<file path="config.mk">
export PLATFORM = sky130hd
export DESIGN_NAME = phyint_unit
export DESIGN_NICKNAME = d
export VERILOG_FILES = /design/src/phyint_pkg.sv /design/src/phyint_unit.sv /design/src/phyint_latch.sv
export SDC_FILE = /design/constraint.sdc
export NUM_CORES = 1
export LEC_CHECK = 0
export BUFFER_PORTS_ARGS = -buffer_cell sky130_fd_sc_hd__buf_2
export CORE_ASPECT_RATIO = 0.9
export CORE_MARGIN = 5
export CORE_UTILIZATION = 30
export DETAILED_ROUTE_END_ITERATION = 8
export GPL_ROUTABILITY_DRIVEN = 1
export SYNTH_ARGS = -nofsm -noshare
export SYNTH_HDL_FRONTEND = slang
export SYNTH_SLANG_ARGS = --single-unit
</file>
<file path="constraint.sdc">
create_clock -name clk -period 1.3 [get_ports clk]
set_input_delay 0.195 -clock clk [delete_from_list [all_inputs] [get_ports clk]]
set_output_delay 0.195 -clock clk [all_outputs]
set_load 0.05 [all_outputs]
</file>
<file path="src/phyint_pkg.sv">
// constants, field layout and carrier types of the phy interrupt unit
// assumes a 50 MHz clk and an apb master with 32-bit data and 12-bit address

package phyint_pkg;

  ////////////////////////////////////////////////////////////////////////////
  // register map: printed offsets are indices, byte address is four times
  localparam int              ADDR_W          = 12;
  localparam logic [11:0]     TEST_CTRL_IDX   = 12'h011;
  localparam logic [11:0]     STATUS_ONE_IDX  = 12'h012;
  localparam logic [11:0]     TEST_CTRL_ADDR  = 12'(TEST_CTRL_IDX << 2);
  localparam logic [11:0]     STATUS_ONE_ADDR = 12'(STATUS_ONE_IDX << 2);

  ////////////////////////////////////////////////////////////////////////////
  // fields and reset values
  localparam int              REG_W           = 16;
  localparam int              FLAG_N          = 8;
  localparam int              PEND_LSB        = 8;
  localparam int              POL_BIT         = 3;
  localparam int              TEST_BIT        = 2;
  localparam logic [15:0]     TEST_CTRL_RST   = 16'h010B;
  localparam logic [7:0]      ENABLE_RST      = 8'h00;
  localparam logic            INT_PIN_RST     = 1'b1;

  // flag positions inside the pending and enable bytes
  localparam int              F_RX_ERR        = 0;
  localparam int              F_FALSE_CAR     = 1;
  localparam int              F_TRAIN         = 2;
  localparam int              F_DISCHARGE     = 3;
  localparam int              F_WAKE          = 4;
  localparam int              F_LINK_STAT     = 5;
  localparam int              F_ENERGY        = 6;
  localparam int              F_LINK_QUAL     = 7;

  // counter half way mark
  localparam int              CNT_W           = 8;
  localparam logic [7:0]      HALF_WAY_COUNT  = 8'h7F;

  ////////////////////////////////////////////////////////////////////////////
  // link side event inputs
  typedef struct packed {
    logic       link_up;
    logic       link_quality_good;
    logic       energy_present;
    logic       wake_frame;
    logic       static_discharge;
    logic       leader_follower_training_done;
    logic [7:0] false_carrier_count;
    logic [7:0] rx_error_count;
  } phyint_evt_type;

  // levels remembered for change detection
  typedef struct packed {
    logic       link_up;
    logic       link_quality_good;
    logic       energy_present;
    logic [7:0] false_carrier_count;
    logic [7:0] rx_error_count;
  } phyint_prev_type;

endpackage

</file>
<file path="src/phyint_unit.sv">
// phy interrupt unit: event latching, enables, test and polarity, apb slave
// assumes link events synchronous to clk and a single apb master
//
// The APB slave port was chosen for this implementation.
`timescale 1ns/10ps
`default_nettype none

module phyint_unit (
  input  wire logic                    clk,
  input  wire logic                    rst_n,
  input  wire logic                    psel,
  input  wire logic                    penable,
  input  wire logic                    pwrite,
  input  wire logic [11:0]             paddr,
  input  wire logic [31:0]             pwdata,
  output var  logic [31:0]             prdata,
  output var  logic                    pready,
  output var  logic                    pslverr,
  input  wire phyint_pkg::phyint_evt_type evt,
  output var  logic                    int_pin
);

  ////////////////////////////////////////////////////////////////////////////
  // declarations
  logic [31:0]                 prdata_ff;
  logic [31:0]                 nxt_prdata;
  logic                        pready_ff;
  logic                        nxt_pready;
  logic                        pslverr_ff;
  logic                        nxt_pslverr;
  logic [15:0]                 test_ctrl_ff;
  logic [15:0]                 nxt_test_ctrl;
  logic [7:0]                  enable_ff;
  logic [7:0]                  nxt_enable;
  logic                        int_pin_ff;
  logic                        nxt_int_pin;
  phyint_pkg::phyint_prev_type prev_ff;
  phyint_pkg::phyint_prev_type nxt_prev;
  logic [7:0]                  flag_evt;
  logic [7:0]                  rd_clr;
  logic [7:0]                  pend;
  logic                        setup;
  logic                        access;
  logic                        hit_test;
  logic                        hit_stat;
  logic                        int_active;
  logic                        fc_cross;
  logic                        rx_cross;

  ////////////////////////////////////////////////////////////////////////////
  // event detection from levels and pulses
  always_comb begin
    fc_cross = (evt.false_carrier_count > phyint_pkg::HALF_WAY_COUNT) &&
               (prev_ff.false_carrier_count <= phyint_pkg::HALF_WAY_COUNT);
    rx_cross = (evt.rx_error_count > phyint_pkg::HALF_WAY_COUNT) &&
               (prev_ff.rx_error_count <= phyint_pkg::HALF_WAY_COUNT);
    flag_evt = '0;
    flag_evt[phyint_pkg::F_LINK_QUAL] = evt.link_up &&
      (evt.link_quality_good != prev_ff.link_quality_good);
    flag_evt[phyint_pkg::F_ENERGY]    = evt.energy_present != prev_ff.energy_present;
    flag_evt[phyint_pkg::F_LINK_STAT] = evt.link_up != prev_ff.link_up;
    flag_evt[phyint_pkg::F_WAKE]      = evt.wake_frame;
    flag_evt[phyint_pkg::F_DISCHARGE] = evt.static_discharge;
    flag_evt[phyint_pkg::F_TRAIN]     = evt.leader_follower_training_done;
    flag_evt[phyint_pkg::F_FALSE_CAR] = fc_cross;
    flag_evt[phyint_pkg::F_RX_ERR]    = rx_cross;
  end

  // previous levels for change detection
  always_comb begin
    nxt_prev.link_up             = evt.link_up;
    nxt_prev.link_quality_good   = evt.link_quality_good;
    nxt_prev.energy_present      = evt.energy_present;
    nxt_prev.false_carrier_count = evt.false_carrier_count;
    nxt_prev.rx_error_count      = evt.rx_error_count;
  end

  always_ff @(posedge clk or negedge rst_n) begin
    if (!rst_n) begin
      prev_ff <= '0;
    end else begin
      prev_ff <= nxt_prev;
    end
  end

  ////////////////////////////////////////////////////////////////////////////
  // pending flags; only bits already returned on the bus are cleared
  always_comb begin
    rd_clr = '0;
    if (access && !pwrite && hit_stat) begin
      rd_clr = prdata_ff[phyint_pkg::PEND_LSB +: phyint_pkg::FLAG_N];
    end
  end

  phyint_latch #(
    .N (phyint_pkg::FLAG_N)
  ) u_latch (
    .clk   (clk),
    .rst_n (rst_n),
    .set   (flag_evt),
    .clr   (rd_clr),
    .pend  (pend)
  );

  ////////////////////////////////////////////////////////////////////////////
  // apb slave: one wait-free access, data captured in the setup cycle
  always_comb begin
    setup    = psel && !penable;
    access   = psel && penable && pready_ff;
    hit_test = paddr == phyint_pkg::TEST_CTRL_ADDR;
    hit_stat = paddr == phyint_pkg::STATUS_ONE_ADDR;
  end

  always_comb begin
    nxt_pready    = setup;
    nxt_prdata    = prdata_ff;
    nxt_pslverr   = pslverr_ff;
    nxt_test_ctrl = test_ctrl_ff;
    nxt_enable    = enable_ff;
    if (setup) begin
      nxt_pslverr = !(hit_test || hit_stat);
      nxt_prdata  = '0;
      if (!pwrite && hit_test) begin
        nxt_prdata[phyint_pkg::REG_W-1:0] = test_ctrl_ff;
      end else if (!pwrite && hit_stat) begin
        nxt_prdata[phyint_pkg::REG_W-1:0] = {pend, enable_ff};
      end
    end
    // writes take effect at the access edge only
    if (access && pwrite && hit_test) begin
      nxt_test_ctrl = pwdata[phyint_pkg::REG_W-1:0];
    end
    if (access && pwrite && hit_stat) begin
      nxt_enable = pwdata[phyint_pkg::FLAG_N-1:0];
    end
  end

  always_ff @(posedge clk or negedge rst_n) begin
    if (!rst_n) begin
      pready_ff    <= 1'b0;
      prdata_ff    <= '0;
      pslverr_ff   <= 1'b0;
      test_ctrl_ff <= phyint_pkg::TEST_CTRL_RST;
      enable_ff    <= phyint_pkg::ENABLE_RST;
    end else begin
      pready_ff    <= nxt_pready;
      prdata_ff    <= nxt_prdata;
      pslverr_ff   <= nxt_pslverr;
      test_ctrl_ff <= nxt_test_ctrl;
      enable_ff    <= nxt_enable;
    end
  end

  ////////////////////////////////////////////////////////////////////////////
  // interrupt pin: enabled pending flags or test force, then polarity
  always_comb begin
    int_active  = (|(pend & enable_ff)) || test_ctrl_ff[phyint_pkg::TEST_BIT];
    nxt_int_pin = int_active ^ test_ctrl_ff[phyint_pkg::POL_BIT];
  end

  always_ff @(posedge clk or negedge rst_n) begin
    if (!rst_n) begin
      int_pin_ff <= phyint_pkg::INT_PIN_RST;
    end else begin
      int_pin_ff <= nxt_int_pin;
    end
  end

  // outputs straight from flip-flops
  assign prdata  = prdata_ff;
  assign pready  = pready_ff;
  assign pslverr = pslverr_ff;
  assign int_pin = int_pin_ff;

  // per flag gating and read clearing
  for (genvar i = 0; i < phyint_pkg::FLAG_N; i++) begin : g_chk

  end
endmodule

`default_nettype wire

</file>
<file path="src/phyint_latch.sv">
// latched_high_flag bank: one pending bit per event
// assumes events and clears are synchronous to clk
`timescale 1ns/10ps
`default_nettype none

module phyint_latch #(
  parameter int N = 8
) (
  input  wire logic         clk,
  input  wire logic         rst_n,
  input  wire logic [N-1:0] set,
  input  wire logic [N-1:0] clr,
  output var  logic [N-1:0] pend
);

  // refuse a bank without flags at elaboration
  if (N < 1) begin : g_bad_n
    $error("phyint_latch needs at least one flag");
  end

  logic [N-1:0] pend_ff;
  logic [N-1:0] nxt_pend;

  ////////////////////////////////////////////////////////////////////////////
  // per flag: set beats clear, so an event in the read cycle survives
  for (genvar i = 0; i < N; i++) begin : g_flag
    always_comb begin
      nxt_pend[i] = set[i] | (pend_ff[i] & ~clr[i]);
    end
  end

  // flag register
  always_ff @(posedge clk or negedge rst_n) begin
    if (!rst_n) begin
      pend_ff <= '0;
    end else begin
      pend_ff <= nxt_pend;
    end
  end

  assign pend = pend_ff;

endmodule

`default_nettype wire

</file>
== After elaboration in Yosys (flattened, before gate mapping) ==
Cells that the tools add are included.

* Word-level logic and storage cells: 69
* Register bits after elaboration: 70
* Output and inout bits: 35
* Input bits: 71

* Bitwise gates (word level): 26
* Equality and inequality tests: 5
* Reduce and logical (&&, ||, !) cells: 19
* Order comparisons: 4
* Multiplexer cells: 3

{| class="wikitable"
|+ Operator list
! cell !! number
|-
| 16-bit 2-to-1 mux || 2
|-
| 12-bit by 7-bit == test with 1-bit output (second input constant) || 2
|-
| 8-bit by 7-bit > comparator with 1-bit output (second input constant) || 2
|-
| 8-bit by 7-bit less-or-equal comparator with 1-bit output (second input constant) || 2
|-
| 1-bit logical AND || 13
|-
| 1-bit AND || 8
|-
| 8-bit AND || 1
|-
| 8-bit 2-to-1 mux || 1
|-
| 1-bit NOT || 8
|-
| 1-bit OR || 8
|-
| 8-bit OR reduction || 1
|-
| 1-bit zero test || 3
|-
| 1-bit inequality test || 3
|-
| 1-bit logical OR || 2
|-
| 1-bit bitwise XOR || 1
|}

== Longest topological paths before layout ==
Gate-level depths: netlist of the first run.

* Word-level depth: 8
* Gate-level depth with buffers: 6
* Depth with buffers taken out: 4

== Cells and area by module ==
Synthesis of the first run repeated with hierarchy kept, for this count alone.

* Cells, all modules: 209
* Area, all modules: 2498.6 µm²

{| class="wikitable"
|+ By module, submodules not included
! module !! seq. area each (µm²) !! times used !! area an instance (µm²) !! cells an instance
|-
| phyint_unit || 1207.4 || 1 || 2208.4 || 185
|-
| phyint_latch || 200.2 || 1 || 290.3 || 24
|}

== Least setup slack after synthesis of the first run ==
Ideal clock, no wire load.

* Path type: register to register
* Start: register pready_ff, in the netlist pready
* End: register test_ctrl_ff[10]
* Cell stages (with the launch flop): 6
* Setup slack: -0.493 ns
* Data required time: 1.175 ns
* Period minus slack after synthesis: 1.793 ns
* Buffers on the path: 1
* Library setup time: 0.125 ns
* Arrival time: 1.668 ns
* Cell sequence: dfrtp_1 and3_1 nand4_1 nor2_4 buf_6 mux2_2

* Word-level cells in the longest chain between the ends: 3

{| class="wikitable"
|+ Ends and longest elaborated chain
! what !! RTL line !! text
|-
| from (decl) || phyint_unit.sv:27 || <nowiki>logic pready_ff;</nowiki>
|-
| from (signal assigned) || phyint_unit.sv:146 || <nowiki>pready_ff <= nxt_pready;</nowiki>
|-
| 1-bit logical AND || phyint_unit.sv:109 || <nowiki>access = psel && penable && pready_ff;</nowiki>
|-
| 1-bit logical AND (2 in a row) || phyint_unit.sv:130 || <nowiki>if (access && pwrite && hit_test) begin</nowiki>
|-
| to (signal assigned) || phyint_unit.sv:143 || <nowiki>test_ctrl_ff <= phyint_pkg::TEST_CTRL_RST;</nowiki>
|-
| to (signal assigned) || phyint_unit.sv:149 || <nowiki>test_ctrl_ff <= nxt_test_ctrl;</nowiki>
|-
| to (decl) || phyint_unit.sv:31 || <nowiki>logic [15:0] test_ctrl_ff;</nowiki>
|}

No other way between the ends.
A chain may end at the register's enable or synchronous reset.

== Worst setup path after layout of the first run ==
* Start: register pready_ff, in the netlist pready
* End: register test_ctrl_ff[15]

The elaborated chain is that of the path after synthesis.

==> results of run 1 <==
[per-layer routing]
metal | track usage | part of all wire | vias up
met2 | 0.194 | 0.49 | 60
met3 | 0.0271 | 0.063 | 9
met1 | 0.157 | 0.44 | 893
li1 | - | - | 874
met5 | 0 | 0 | -
met4 | 0.0320 | 0.010 | 0
[cell usage after synthesis, drive strengths merged]
cell,count
dfrtp,51
mux2,24
buf,20
nand2,20
a22oi,16
o31ai,16
nor2,11
clkbuf,7
a31oi,6
inv,6
dfstp,5
a21oi,4
nor2b,4
xor2,4
nand2b,3
nand3,3
nor4b,3
o21ai,2
a221oi,1
a222oi,1
a22o,1
and3,1
conb,1
nand4,1
nor4,1
or2,1
[timing repair]
item	4_1_cts	5_1_grt
setup buffers	1	0
pin swaps	1	10
gates resized for setup	1	26
endpoints found under the hold margin	53	0
endpoints found under the setup margin	30	50
hold buffers	3	0
cloned	0	1
[cell usage in the layout (no fill, tap or decap), types with 3 or more instances in the layout]
master,Yosys,routed
a21oi_1,4,4
a22oi_1,16,16
a31oi_1,6,6
buf_12,1,6
buf_2,0,56
buf_4,16,5
clkbuf_8,0,6
conb_1,1,16
dfrtp_1,51,50
dfstp_2,5,5
dlygate4sd3_1,0,3
inv_1,6,6
mux2_2,23,22
nand2_1,20,20
nand2b_1,3,3
nor2_1,9,9
nor2b_1,4,4
o31ai_2,10,6
o31ai_4,0,10
xor2_1,4,4
[cell type report]
cell class / count / area share
repair buffers: 74 / 0.155
well taps: 119 / 0.0443
clock inverters: 2 / 0.00298
flip-flops and latches: 56 / 0.419
inverters: 6 / 0.00669
clock buffers: 6 / 0.0245
multi-input cells: 139 / 0.347
[registers in the layout, indices dropped and copies added (netlist names)]
| signal | count |
|---|---|
| int_pin | 1 |
| prev_ff | 5 |
| prdata | 16 |
| u_latch.pend | 8 |
| enable_ff | 8 |
| test_ctrl_ff | 16 |
| pready | 1 |
| pslverr | 1 |
[metrics by stage]
stage                     setup slack, ns  instance area [um2]  instances
after global placement             -0.330                 3030        389
after global routing               -0.207                 3360        402
final                              -0.139                 3360        402
after detailed placement           -0.371                 3030        389
after CTS                          -0.154                 3180        401
after floorplan                    -0.356                 2670        228
[cell families (layout without fill, tap and decap cells)]
family | after synthesis | after routing
AOI/OAI and AO/OA | 47 | 47
xor gates and xnor gates | 4 | 4
DFF | 56 | 56
muxes | 24 | 24
other | 1 | 16
buffers and inverters | 33 | 88
and+or+nand+nor | 48 | 48
[worst paths after layout]
check	slack (ns)	end	depth (start not counted)
worst min-delay path	0.01	prev_ff[16]	1
worst max register to register	-0.14	test_ctrl_ff[15]	5
min in group asynchronous	0.40	prdata[8]	3
worst max-delay path	-0.14	test_ctrl_ff[15]	5
worst min register to register	0.49	u_latch.pend[4]	1
max in group asynchronous	0.59	int_pin	3
[power groups by stage]
stage | Combinational [uW] | Sequential (uW) | Clock (uW)
2_1_floorplan | 212 | 1810 | 0
3_3_place_gp | 347 | 1790 | 0
3_5_place_dp | 348 | 1790 | 0
4_1_cts | 355 | 1760 | 1030
5_1_grt | 399 | 1760 | 1100
6_report | 367 | 1760 | 1000
==> results_dict.tcl, run 1 <==
set metrics [dict create \
    grt_first_pass_wirelength_um 9760 \
    holdWs_ns 0.0105 \
    synth-simple-area-share 0.107 \
    antenna_found_initial 0 \
    portBuffers 59 \
    htreeDepth 2 \
    synth_top_family_by_area "compound AO/OA/AOI/OAI gates" \
    drive_gt1_frac 0.470 \
    yosysSeqAreaShare 0.542 \
    rsz0062_at_grt "yes" \
    hpwlAfterDp_um 4350 \
    die_h_um 98.2 \
    synth_compound_area_frac 0.149 \
    routed_via_density 4.57 \
    skew_ns 0.00439 \
    ir_drop_mv 0.410 \
    fin_setup_tns_ns -2.66 \
    status "finished, violations left" \
    drt_wl_total_um 6360 \
    power.total_uw 3130 \
    synth_xor_area_frac 0.0135 \
    setup_viol 29 \
    p_clk_frac 0.320 \
    rows 32 \
    dr.pass1.iters 4 \
    utilization 0.396 \
    clock_latency_ns 0.31 \
    startpoint "pready" \
    p_sw_uw 846 \
    core_mm2 0.00849 \
    finalMaxSlewViolations 0 \
    reg2reg_from "pready" \
    failed_checks "negative setup slack" \
    dr.first_iter.drc_count 75 \
    ys_seq_elements 56 \
    synth_top_area_frac 0.492 \
    area_growth_pct 29.7 \
    dieArea_mm2 0.0106 \
    postRouteAntennaNets 0 \
    switching_share 0.270 \
    register_area_mm2 0.00141 \
    hold_viol 0 \
    grt_pass1_vias 1904 \
    crit_arrival_ns 1.64 \
    fin_crit_sh 1.11 \
    ys_warn_count 0 \
    worstHoldStart "evt[19]" \
    fp.dieW_um 108 \
    startpoint_type "register" \
    synth_top_area_cell "dfrtp_1" \
    synthAdderAreaFrac 0 \
    cts_num_sinks 56 \
    cp_top_family "simple AND/OR/NAND/NOR gates" \
    cts_root_buf "clkbuf_8" \
    drc 0 \
    cts.path.max_buffers 2 \
    synth_area_leaders "dfrtp_1 (49%), mux2_2 (10%), dfstp_2 (5.1%)" \
    crit_path_end_kind "register" \
    min_period_ns 1.44 \
    critPathKind "reg -> reg" \
    cts_tree "yes" \
    max_freq_ghz 0.695 \
    leakagePower_uw 0.00152 \
    crit_fanout 16 \
    critPathBufInv 1 \
    syn_area_mm2 0.00259 \
    wire_per_inst_um 15.8 \
    grt_util_all_layers 0.118 \
    n_fill_cell 850 \
    gp_congestion 0.736 \
    grt-ovfl-total 0 \
    num_vias 1836 \
    crit_chain "and3_4 > nand4_1 > nor2_4 > buf_12 > mux2_2" \
    synthMuxAreaShare 0.104 \
    avgSynthCellArea_um2 12.2 \
    drv_cap 0 \
    multi_input_area_mm2 0.00117 \
    clk_pin_slew_ns 0.10 \
    cpMaxStageDelayCell "dfrtp_2" \
    synthCells 213 \
    cellPowerDensity_mw_per_mm2 930 \
    yosysUniqueCellTypes 36 \
    cts_buffers 5 \
    start_util 0.306 \
    p_int_uw 2280 \
    grt_max_degree 57 \
    hold_path_class "in -> reg" \
    setup_slack_ns -0.139 \
    num_antenna_cells 0 \
    seq_power_share 0.563 \
    fin_nets 353 \
    p_comb_frac 0.117 \
    slowest_delay_ns 0.36 \
    num_io_pins 106 \
    required_ns 1.50 \
]
(Power assumes the default switching activity.)
==> run 2: changes to the inputs <==
--- a/config.mk
+++ b/config.mk
@@ -6,11 +6,13 @@
 export NUM_CORES = 1
 export LEC_CHECK = 0
 export BUFFER_PORTS_ARGS = -buffer_cell sky130_fd_sc_hd__buf_2
-export CORE_ASPECT_RATIO = 0.9
+export CORE_ASPECT_RATIO = 1.75
 export CORE_MARGIN = 5
 export CORE_UTILIZATION = 30
 export DETAILED_ROUTE_END_ITERATION = 8
 export GPL_ROUTABILITY_DRIVEN = 1
+export HOLD_SLACK_MARGIN = 0.1
 export SYNTH_ARGS = -nofsm -noshare
 export SYNTH_HDL_FRONTEND = slang
+export SYNTH_HIERARCHICAL = 1
 export SYNTH_SLANG_ARGS = --single-unit
==> results_dict.tcl, run 2 <==
set metrics [dict create \
    crit_fanout 8 \
    grt_first_pass_wirelength_um 9380 \
    htreeDepth 2 \
    antenna_found_initial 0 \
    area_growth_pct 33.0 \
    drc 0 \
    setup_slack_ns -0.0962 \
    startpoint_type "register" \
    hold_viol 0 \
    crit_arrival_ns 1.58 \
    core_mm2 0.00820 \
    clock_latency_ns 0.29 \
    yosysUniqueCellTypes 30 \
    register_area_mm2 0.00141 \
    drt_wl_total_um 6140 \
    hpwlAfterDp_um 4210 \
    fin_nets 355 \
    min_period_ns 1.40 \
    ir_drop_mv 0.574 \
    crit_chain "and3_4 > nand2_4 > nor3b_4 > buf_12 > mux2_4" \
    n_fill_cell 811 \
    drive_gt1_frac 0.428 \
    skew_ns 0.00455 \
    ys_warn_count 6 \
    dr.first_iter.drc_count 120 \
    finalMaxSlewViolations 0 \
    ff2ff_setup_slack_ns -0.1 \
    grt-ovfl-total 0 \
    fp.dieW_um 79.0 \
    reg2reg_depth 5 \
    synthMostInstantiatedCell "dfrtp_1" \
    grt_max_degree 57 \
    synth_top_area_cell "dfrtp_1" \
    fin_crit_sh 1.07 \
    drv_cap 0 \
    cellPowerDensity_mw_per_mm2 1040 \
    fin_setup_tns_ns -1.88 \
    critPathKind "reg -> reg" \
    postRouteAntennaNets 0 \
    leakagePower_uw 0.00156 \
    grt_util_all_layers 0.120 \
    critPathBufInv 1 \
    synth_top_flop_cell "dfrtp_1" \
    synth_top_area_frac 0.511 \
    num_vias 1810 \
    reg2reg_from "pready" \
    start_util 0.305 \
    status "finished, violations left" \
    dieArea_mm2 0.0103 \
    cts_num_sinks 56 \
    ys_top_cells_by_count "dfrtp_1 (51), nand2_1 (17), a22oi_1 (16), buf_4 (16), o31ai_1 (16)" \
    crit_path_end_kind "register" \
    setup_viol 32 \
    clk_pin_slew_ns 0.07 \
    required_ns 1.48 \
    max_freq_ghz 0.716 \
    rows 44 \
    grt_pass1_vias 1866 \
    die_h_um 131 \
    ys_seq_elements 56 \
    portBuffers 59 \
    hold_path_class "in -> reg" \
    worstSetupEndpoint "enable_ff[3]" \
    power.total_uw 3440 \
    cts_buffers 5 \
    avgSynthCellArea_um2 12.0 \
    async_flop_share 1.00 \
    syn_area_mm2 0.00250 \
    failed_checks "negative setup slack" \
    routed_via_density 4.80 \
    multi_input_area_mm2 0.00108 \
    cts_root_buf "clkbuf_16" \
    dr.pass1.iters 4 \
    layout_common_cells "buf_2 (59), dfrtp_1 (50), mux2_4 (24)" \
    synth_edf_count 0 \
    num_io_pins 106 \
    cts_tree "yes" \
    post-cts-setup-buffers 0 \
    timing.rr.end "enable_ff[3]" \
    rsz0062_at_grt "yes" \
    yosysSeqAreaShare 0.563 \
    synthCells 209 \
    cts.path.max_buffers 2 \
    layout_commonest_cell "buf_2" \
    startpoint "pready" \
    cpMaxStageDelayCell "dfrtp_2" \
    gp_congestion 0.728 \
    wire_per_inst_um 16.3 \
    slowest_delay_ns 0.36 \
    cp.depth 5 \
    num_antenna_cells 0 \
    synth_area_leaders "dfrtp_1 (51%), mux2_2 (6.8%), dfstp_2 (5.3%)" \
    cp_top_family "simple AND/OR/NAND/NOR gates" \
]
[run 2: layer usage]
metal,share of wire,track usage
met5,0,0
met3,0.066,0.0267
met4,0.022,0.0607
met2,0.54,0.221
met1,0.37,0.126
[run 2: logic make-up (layout without fill, tap and decap cells)]
kind of cell / after synthesis / count (layout) / share of synthesized area
buffers and inverters: 37 / 98 / 0.0831
AND/OR/NAND/NOR: 41 / 41 / 0.0901
flip-flops: 56 / 56 / 0.563
multiplexers: 25 / 25 / 0.113
AO/OA/AOI/OAI: 45 / 45 / 0.135
XOR/XNOR: 4 / 4 / 0.0140
other: 1 / 16 / 0.00150
[run 2: area by class of cell]
cell class,instances,area share
sequential,56,0.424
multi-input combinational,131,0.326
timing repair buffer,80,0.161
clock buffer,8,0.0440
tap,92,0.0346
inverter,10,0.0113
[run 2: power breakdown]
group	total (uW)	switching, uW	internal [uW]	leakage [uW]
combinational	330	231	99.6	0.000784
sequential	1760	4.22	1750	0.000703
clock	1360	585	770	0.0000712
total	3440	820	2620	0.00156
[run 2: timing repair]
item / 4_1_cts / 5_1_grt
pin swaps: 9 / 3
gates resized for setup: 19 / 20
setup endpoints to repair: 32 / 33
hold buffers: 9 / 0
gates cloned: 0 / 1
hold endpoints to repair: 59 / 0
[run 2: per-stage QoR]
step	cell area, um2	instances	utilization	setup WS [ns]	hold slack [ns]
2_1_floorplan	2570	224	-	-0.316	-0.101
3_3_place_gp	2930	359	0.357	-0.353	0.213
3_5_place_dp	2930	359	0.357	-0.422	0.221
4_1_cts	3220	376	0.393	-0.135	0.112
5_1_grt	3320	377	0.405	-0.163	0.132
6_report	3320	377	0.405	-0.0962	0.131
[run 2: how the worst min path moves through the flow]
stage / cells after the start / slack [ns] / endpoint / from
6_report: 2 / 0.13 / test_ctrl_ff[11] / pwdata[11]
5_1_grt: 2 / 0.13 / test_ctrl_ff[11] / pwdata[11]
3_5_place_dp: 2 / 0.22 / prev_ff[17] / rst_n
4_1_cts: 2 / 0.11 / test_ctrl_ff[11] / pwdata[11]
2_1_floorplan: 0 / -0.10 / enable_ff[0] / rst_n
3_3_place_gp: 2 / 0.21 / prev_ff[17] / rst_n
==> run 3: changes to the inputs <==
==> constraint.sdc (replaced) <==
create_clock -name clk -period 1.3 [get_ports clk]
set_input_delay 0.26 -clock clk [delete_from_list [all_inputs] [get_ports clk]]
set_output_delay 0.26 -clock clk [all_outputs]
set_load 0.05 [all_outputs]
==> results_dict.tcl, run 3 (synthesis gave the netlist of run 2 again) <==
set metrics [dict create \
    grt_pass1_vias 1916 \
    crit_fanout 8 \
    core_mm2 0.00820 \
    antenna_found_initial 0 \
    power.total_uw 3510 \
    grt_max_degree 57 \
    cellPowerDensity_mw_per_mm2 1060 \
    critPathKind "reg -> reg" \
    cts_num_sinks 56 \
    worstHoldStart "evt[21]" \
    required_ns 1.47 \
    ir_drop_mv 0.525 \
    drt_wl_total_um 6170 \
    num_vias 1793 \
    n_fill_cell 771 \
    worstHoldEndpoint "prev_ff[18]" \
    max_freq_ghz 0.704 \
    placed_cell_area_mm2 0.00302 \
    clock_latency_ns 0.29 \
    fp.dieW_um 79.0 \
    drc 0 \
    stdcell_count 373 \
    holdPathStages 1 \
    area_growth_pct 33.2 \
    layout_common_cells "buf_2 (55), dfrtp_1 (50), mux2_4 (24)" \
    finalMaxSlewViolations 0 \
    leakagePower_uw 0.00155 \
    cts_buffers 5 \
    timing.rr.end "enable_ff[7]" \
    met3_usage 0.0288 \
    drive_gt1_frac 0.416 \
    rows 44 \
    dieArea_mm2 0.0103 \
    hold_viol 0 \
    die_h_um 131 \
    reg2reg_from "pready" \
    start_util 0.305 \
    clk_pin_slew_ns 0.07 \
    startpoint_type "register" \
    hold_path_class "in -> reg" \
    cts_tree "yes" \
    rsz0062_at_grt "yes" \
    place_inst 359 \
    wire_per_inst_um 16.5 \
    grt_util_all_layers 0.121 \
    grt_first_pass_wirelength_um 9560 \
    status "finished, violations left" \
    num_antenna_cells 0 \
    fin_setup_tns_ns -2.52 \
    ff2ff_setup_slack_ns -0.12 \
    fin_nets 351 \
    htreeDepth 2 \
    setup_slack_ns -0.121 \
    drv_cap 0 \
    layout_commonest_cell "buf_2" \
    crit_arrival_ns 1.60 \
    dr.pass1.iters 4 \
    hpwlAfterDp_um 4270 \
    crit_path_end_kind "register" \
    cts.path.max_buffers 2 \
    met1_usage 0.134 \
    fin_crit_sh 1.09 \
    top_usage_layer "met2" \
    final_cell_area_mm2 0.00333 \
    num_io_pins 106 \
    skew_ns 0.00657 \
    failed_checks "negative setup slack" \
    postRouteAntennaNets 0 \
    routed_via_density 4.81 \
    grt-ovfl-total 0 \
    startpoint "pready" \
    met2_usage 0.215 \
    gp_congestion 0.723 \
    cts_root_buf "clkbuf_16" \
    portBuffers 59 \
    setup_viol 32 \
    dp_worst_setup_slack_ns -0.458 \
    reg2reg_depth 5 \
    min_period_ns 1.42 \
    post-cts-setup-buffers 0 \
    dr.first_iter.drc_count 148 \
]
-- run 3: cell types whose count changed in the layout (fill, tap and decap cells not counted), sizes merged --
cell         previous run  this run
dlygate4sd3             9         5
-- run 3: worst max path at each step --
| stage | cells after the start | endpoint |
|---|---|---|
| floorplan | 4 | enable_ff[0] |
| global placement | 6 | test_ctrl_ff[12] |
| detailed placement | 6 | test_ctrl_ff[7] |
| CTS | 5 | enable_ff[6] |
| global route | 5 | enable_ff[4] |
| finish | 5 | enable_ff[7] |
-- run 3: critical path, cell delays in order, from the launching register on --
cell and delay [ns]:
dfrtp_2 0.37, and3_4 0.19, nand2_4 0.05, nor3b_4 0.22, buf_12 0.17, mux2_4 0.30
-- run 3: timing repair --
item / in CTS / in global routing
resized for setup: 13 / 6
pin swaps: 2 / 4
hold buffers: 5 / 0
endpoints found under the hold margin: 55 / 0
endpoints found under the setup margin: 34 / 32
cloned: 0 / 1
-- run 3: power by group --
part | switching [uW] | total, uW | internal (uW) | leakage [uW]
registers | 4.24 | 1760 | 1750 | 0.000703
logic | 232 | 334 | 102 | 0.000771
clock network | 599 | 1420 | 822 | 0.0000772
-- run 3: metrics by stage --
step	util	hold slack, ns
2_1_floorplan	-	-0.0356
3_3_place_gp	0.368	0.279
3_5_place_dp	0.368	0.291
4_1_cts	0.399	0.140
5_1_grt	0.406	0.129
6_report	0.406	0.130
-- run 3: final cells by class --
cell class,instances,area (um2),share of cell area
Clock buffer,8,156,0.0470
Inverter,10,37.5,0.0113
Tap cell,92,115,0.0346
Sequential cell,56,1410,0.423
Timing Repair Buffer,76,524,0.158
Multi-Input combinational cell,131,1090,0.326
-- run 3: layer usage --
layer,up-vias,share of wire
met3,13,0.069
li1,845,-
met1,856,0.39
met2,79,0.52
met4,0,0.027
met5,-,0
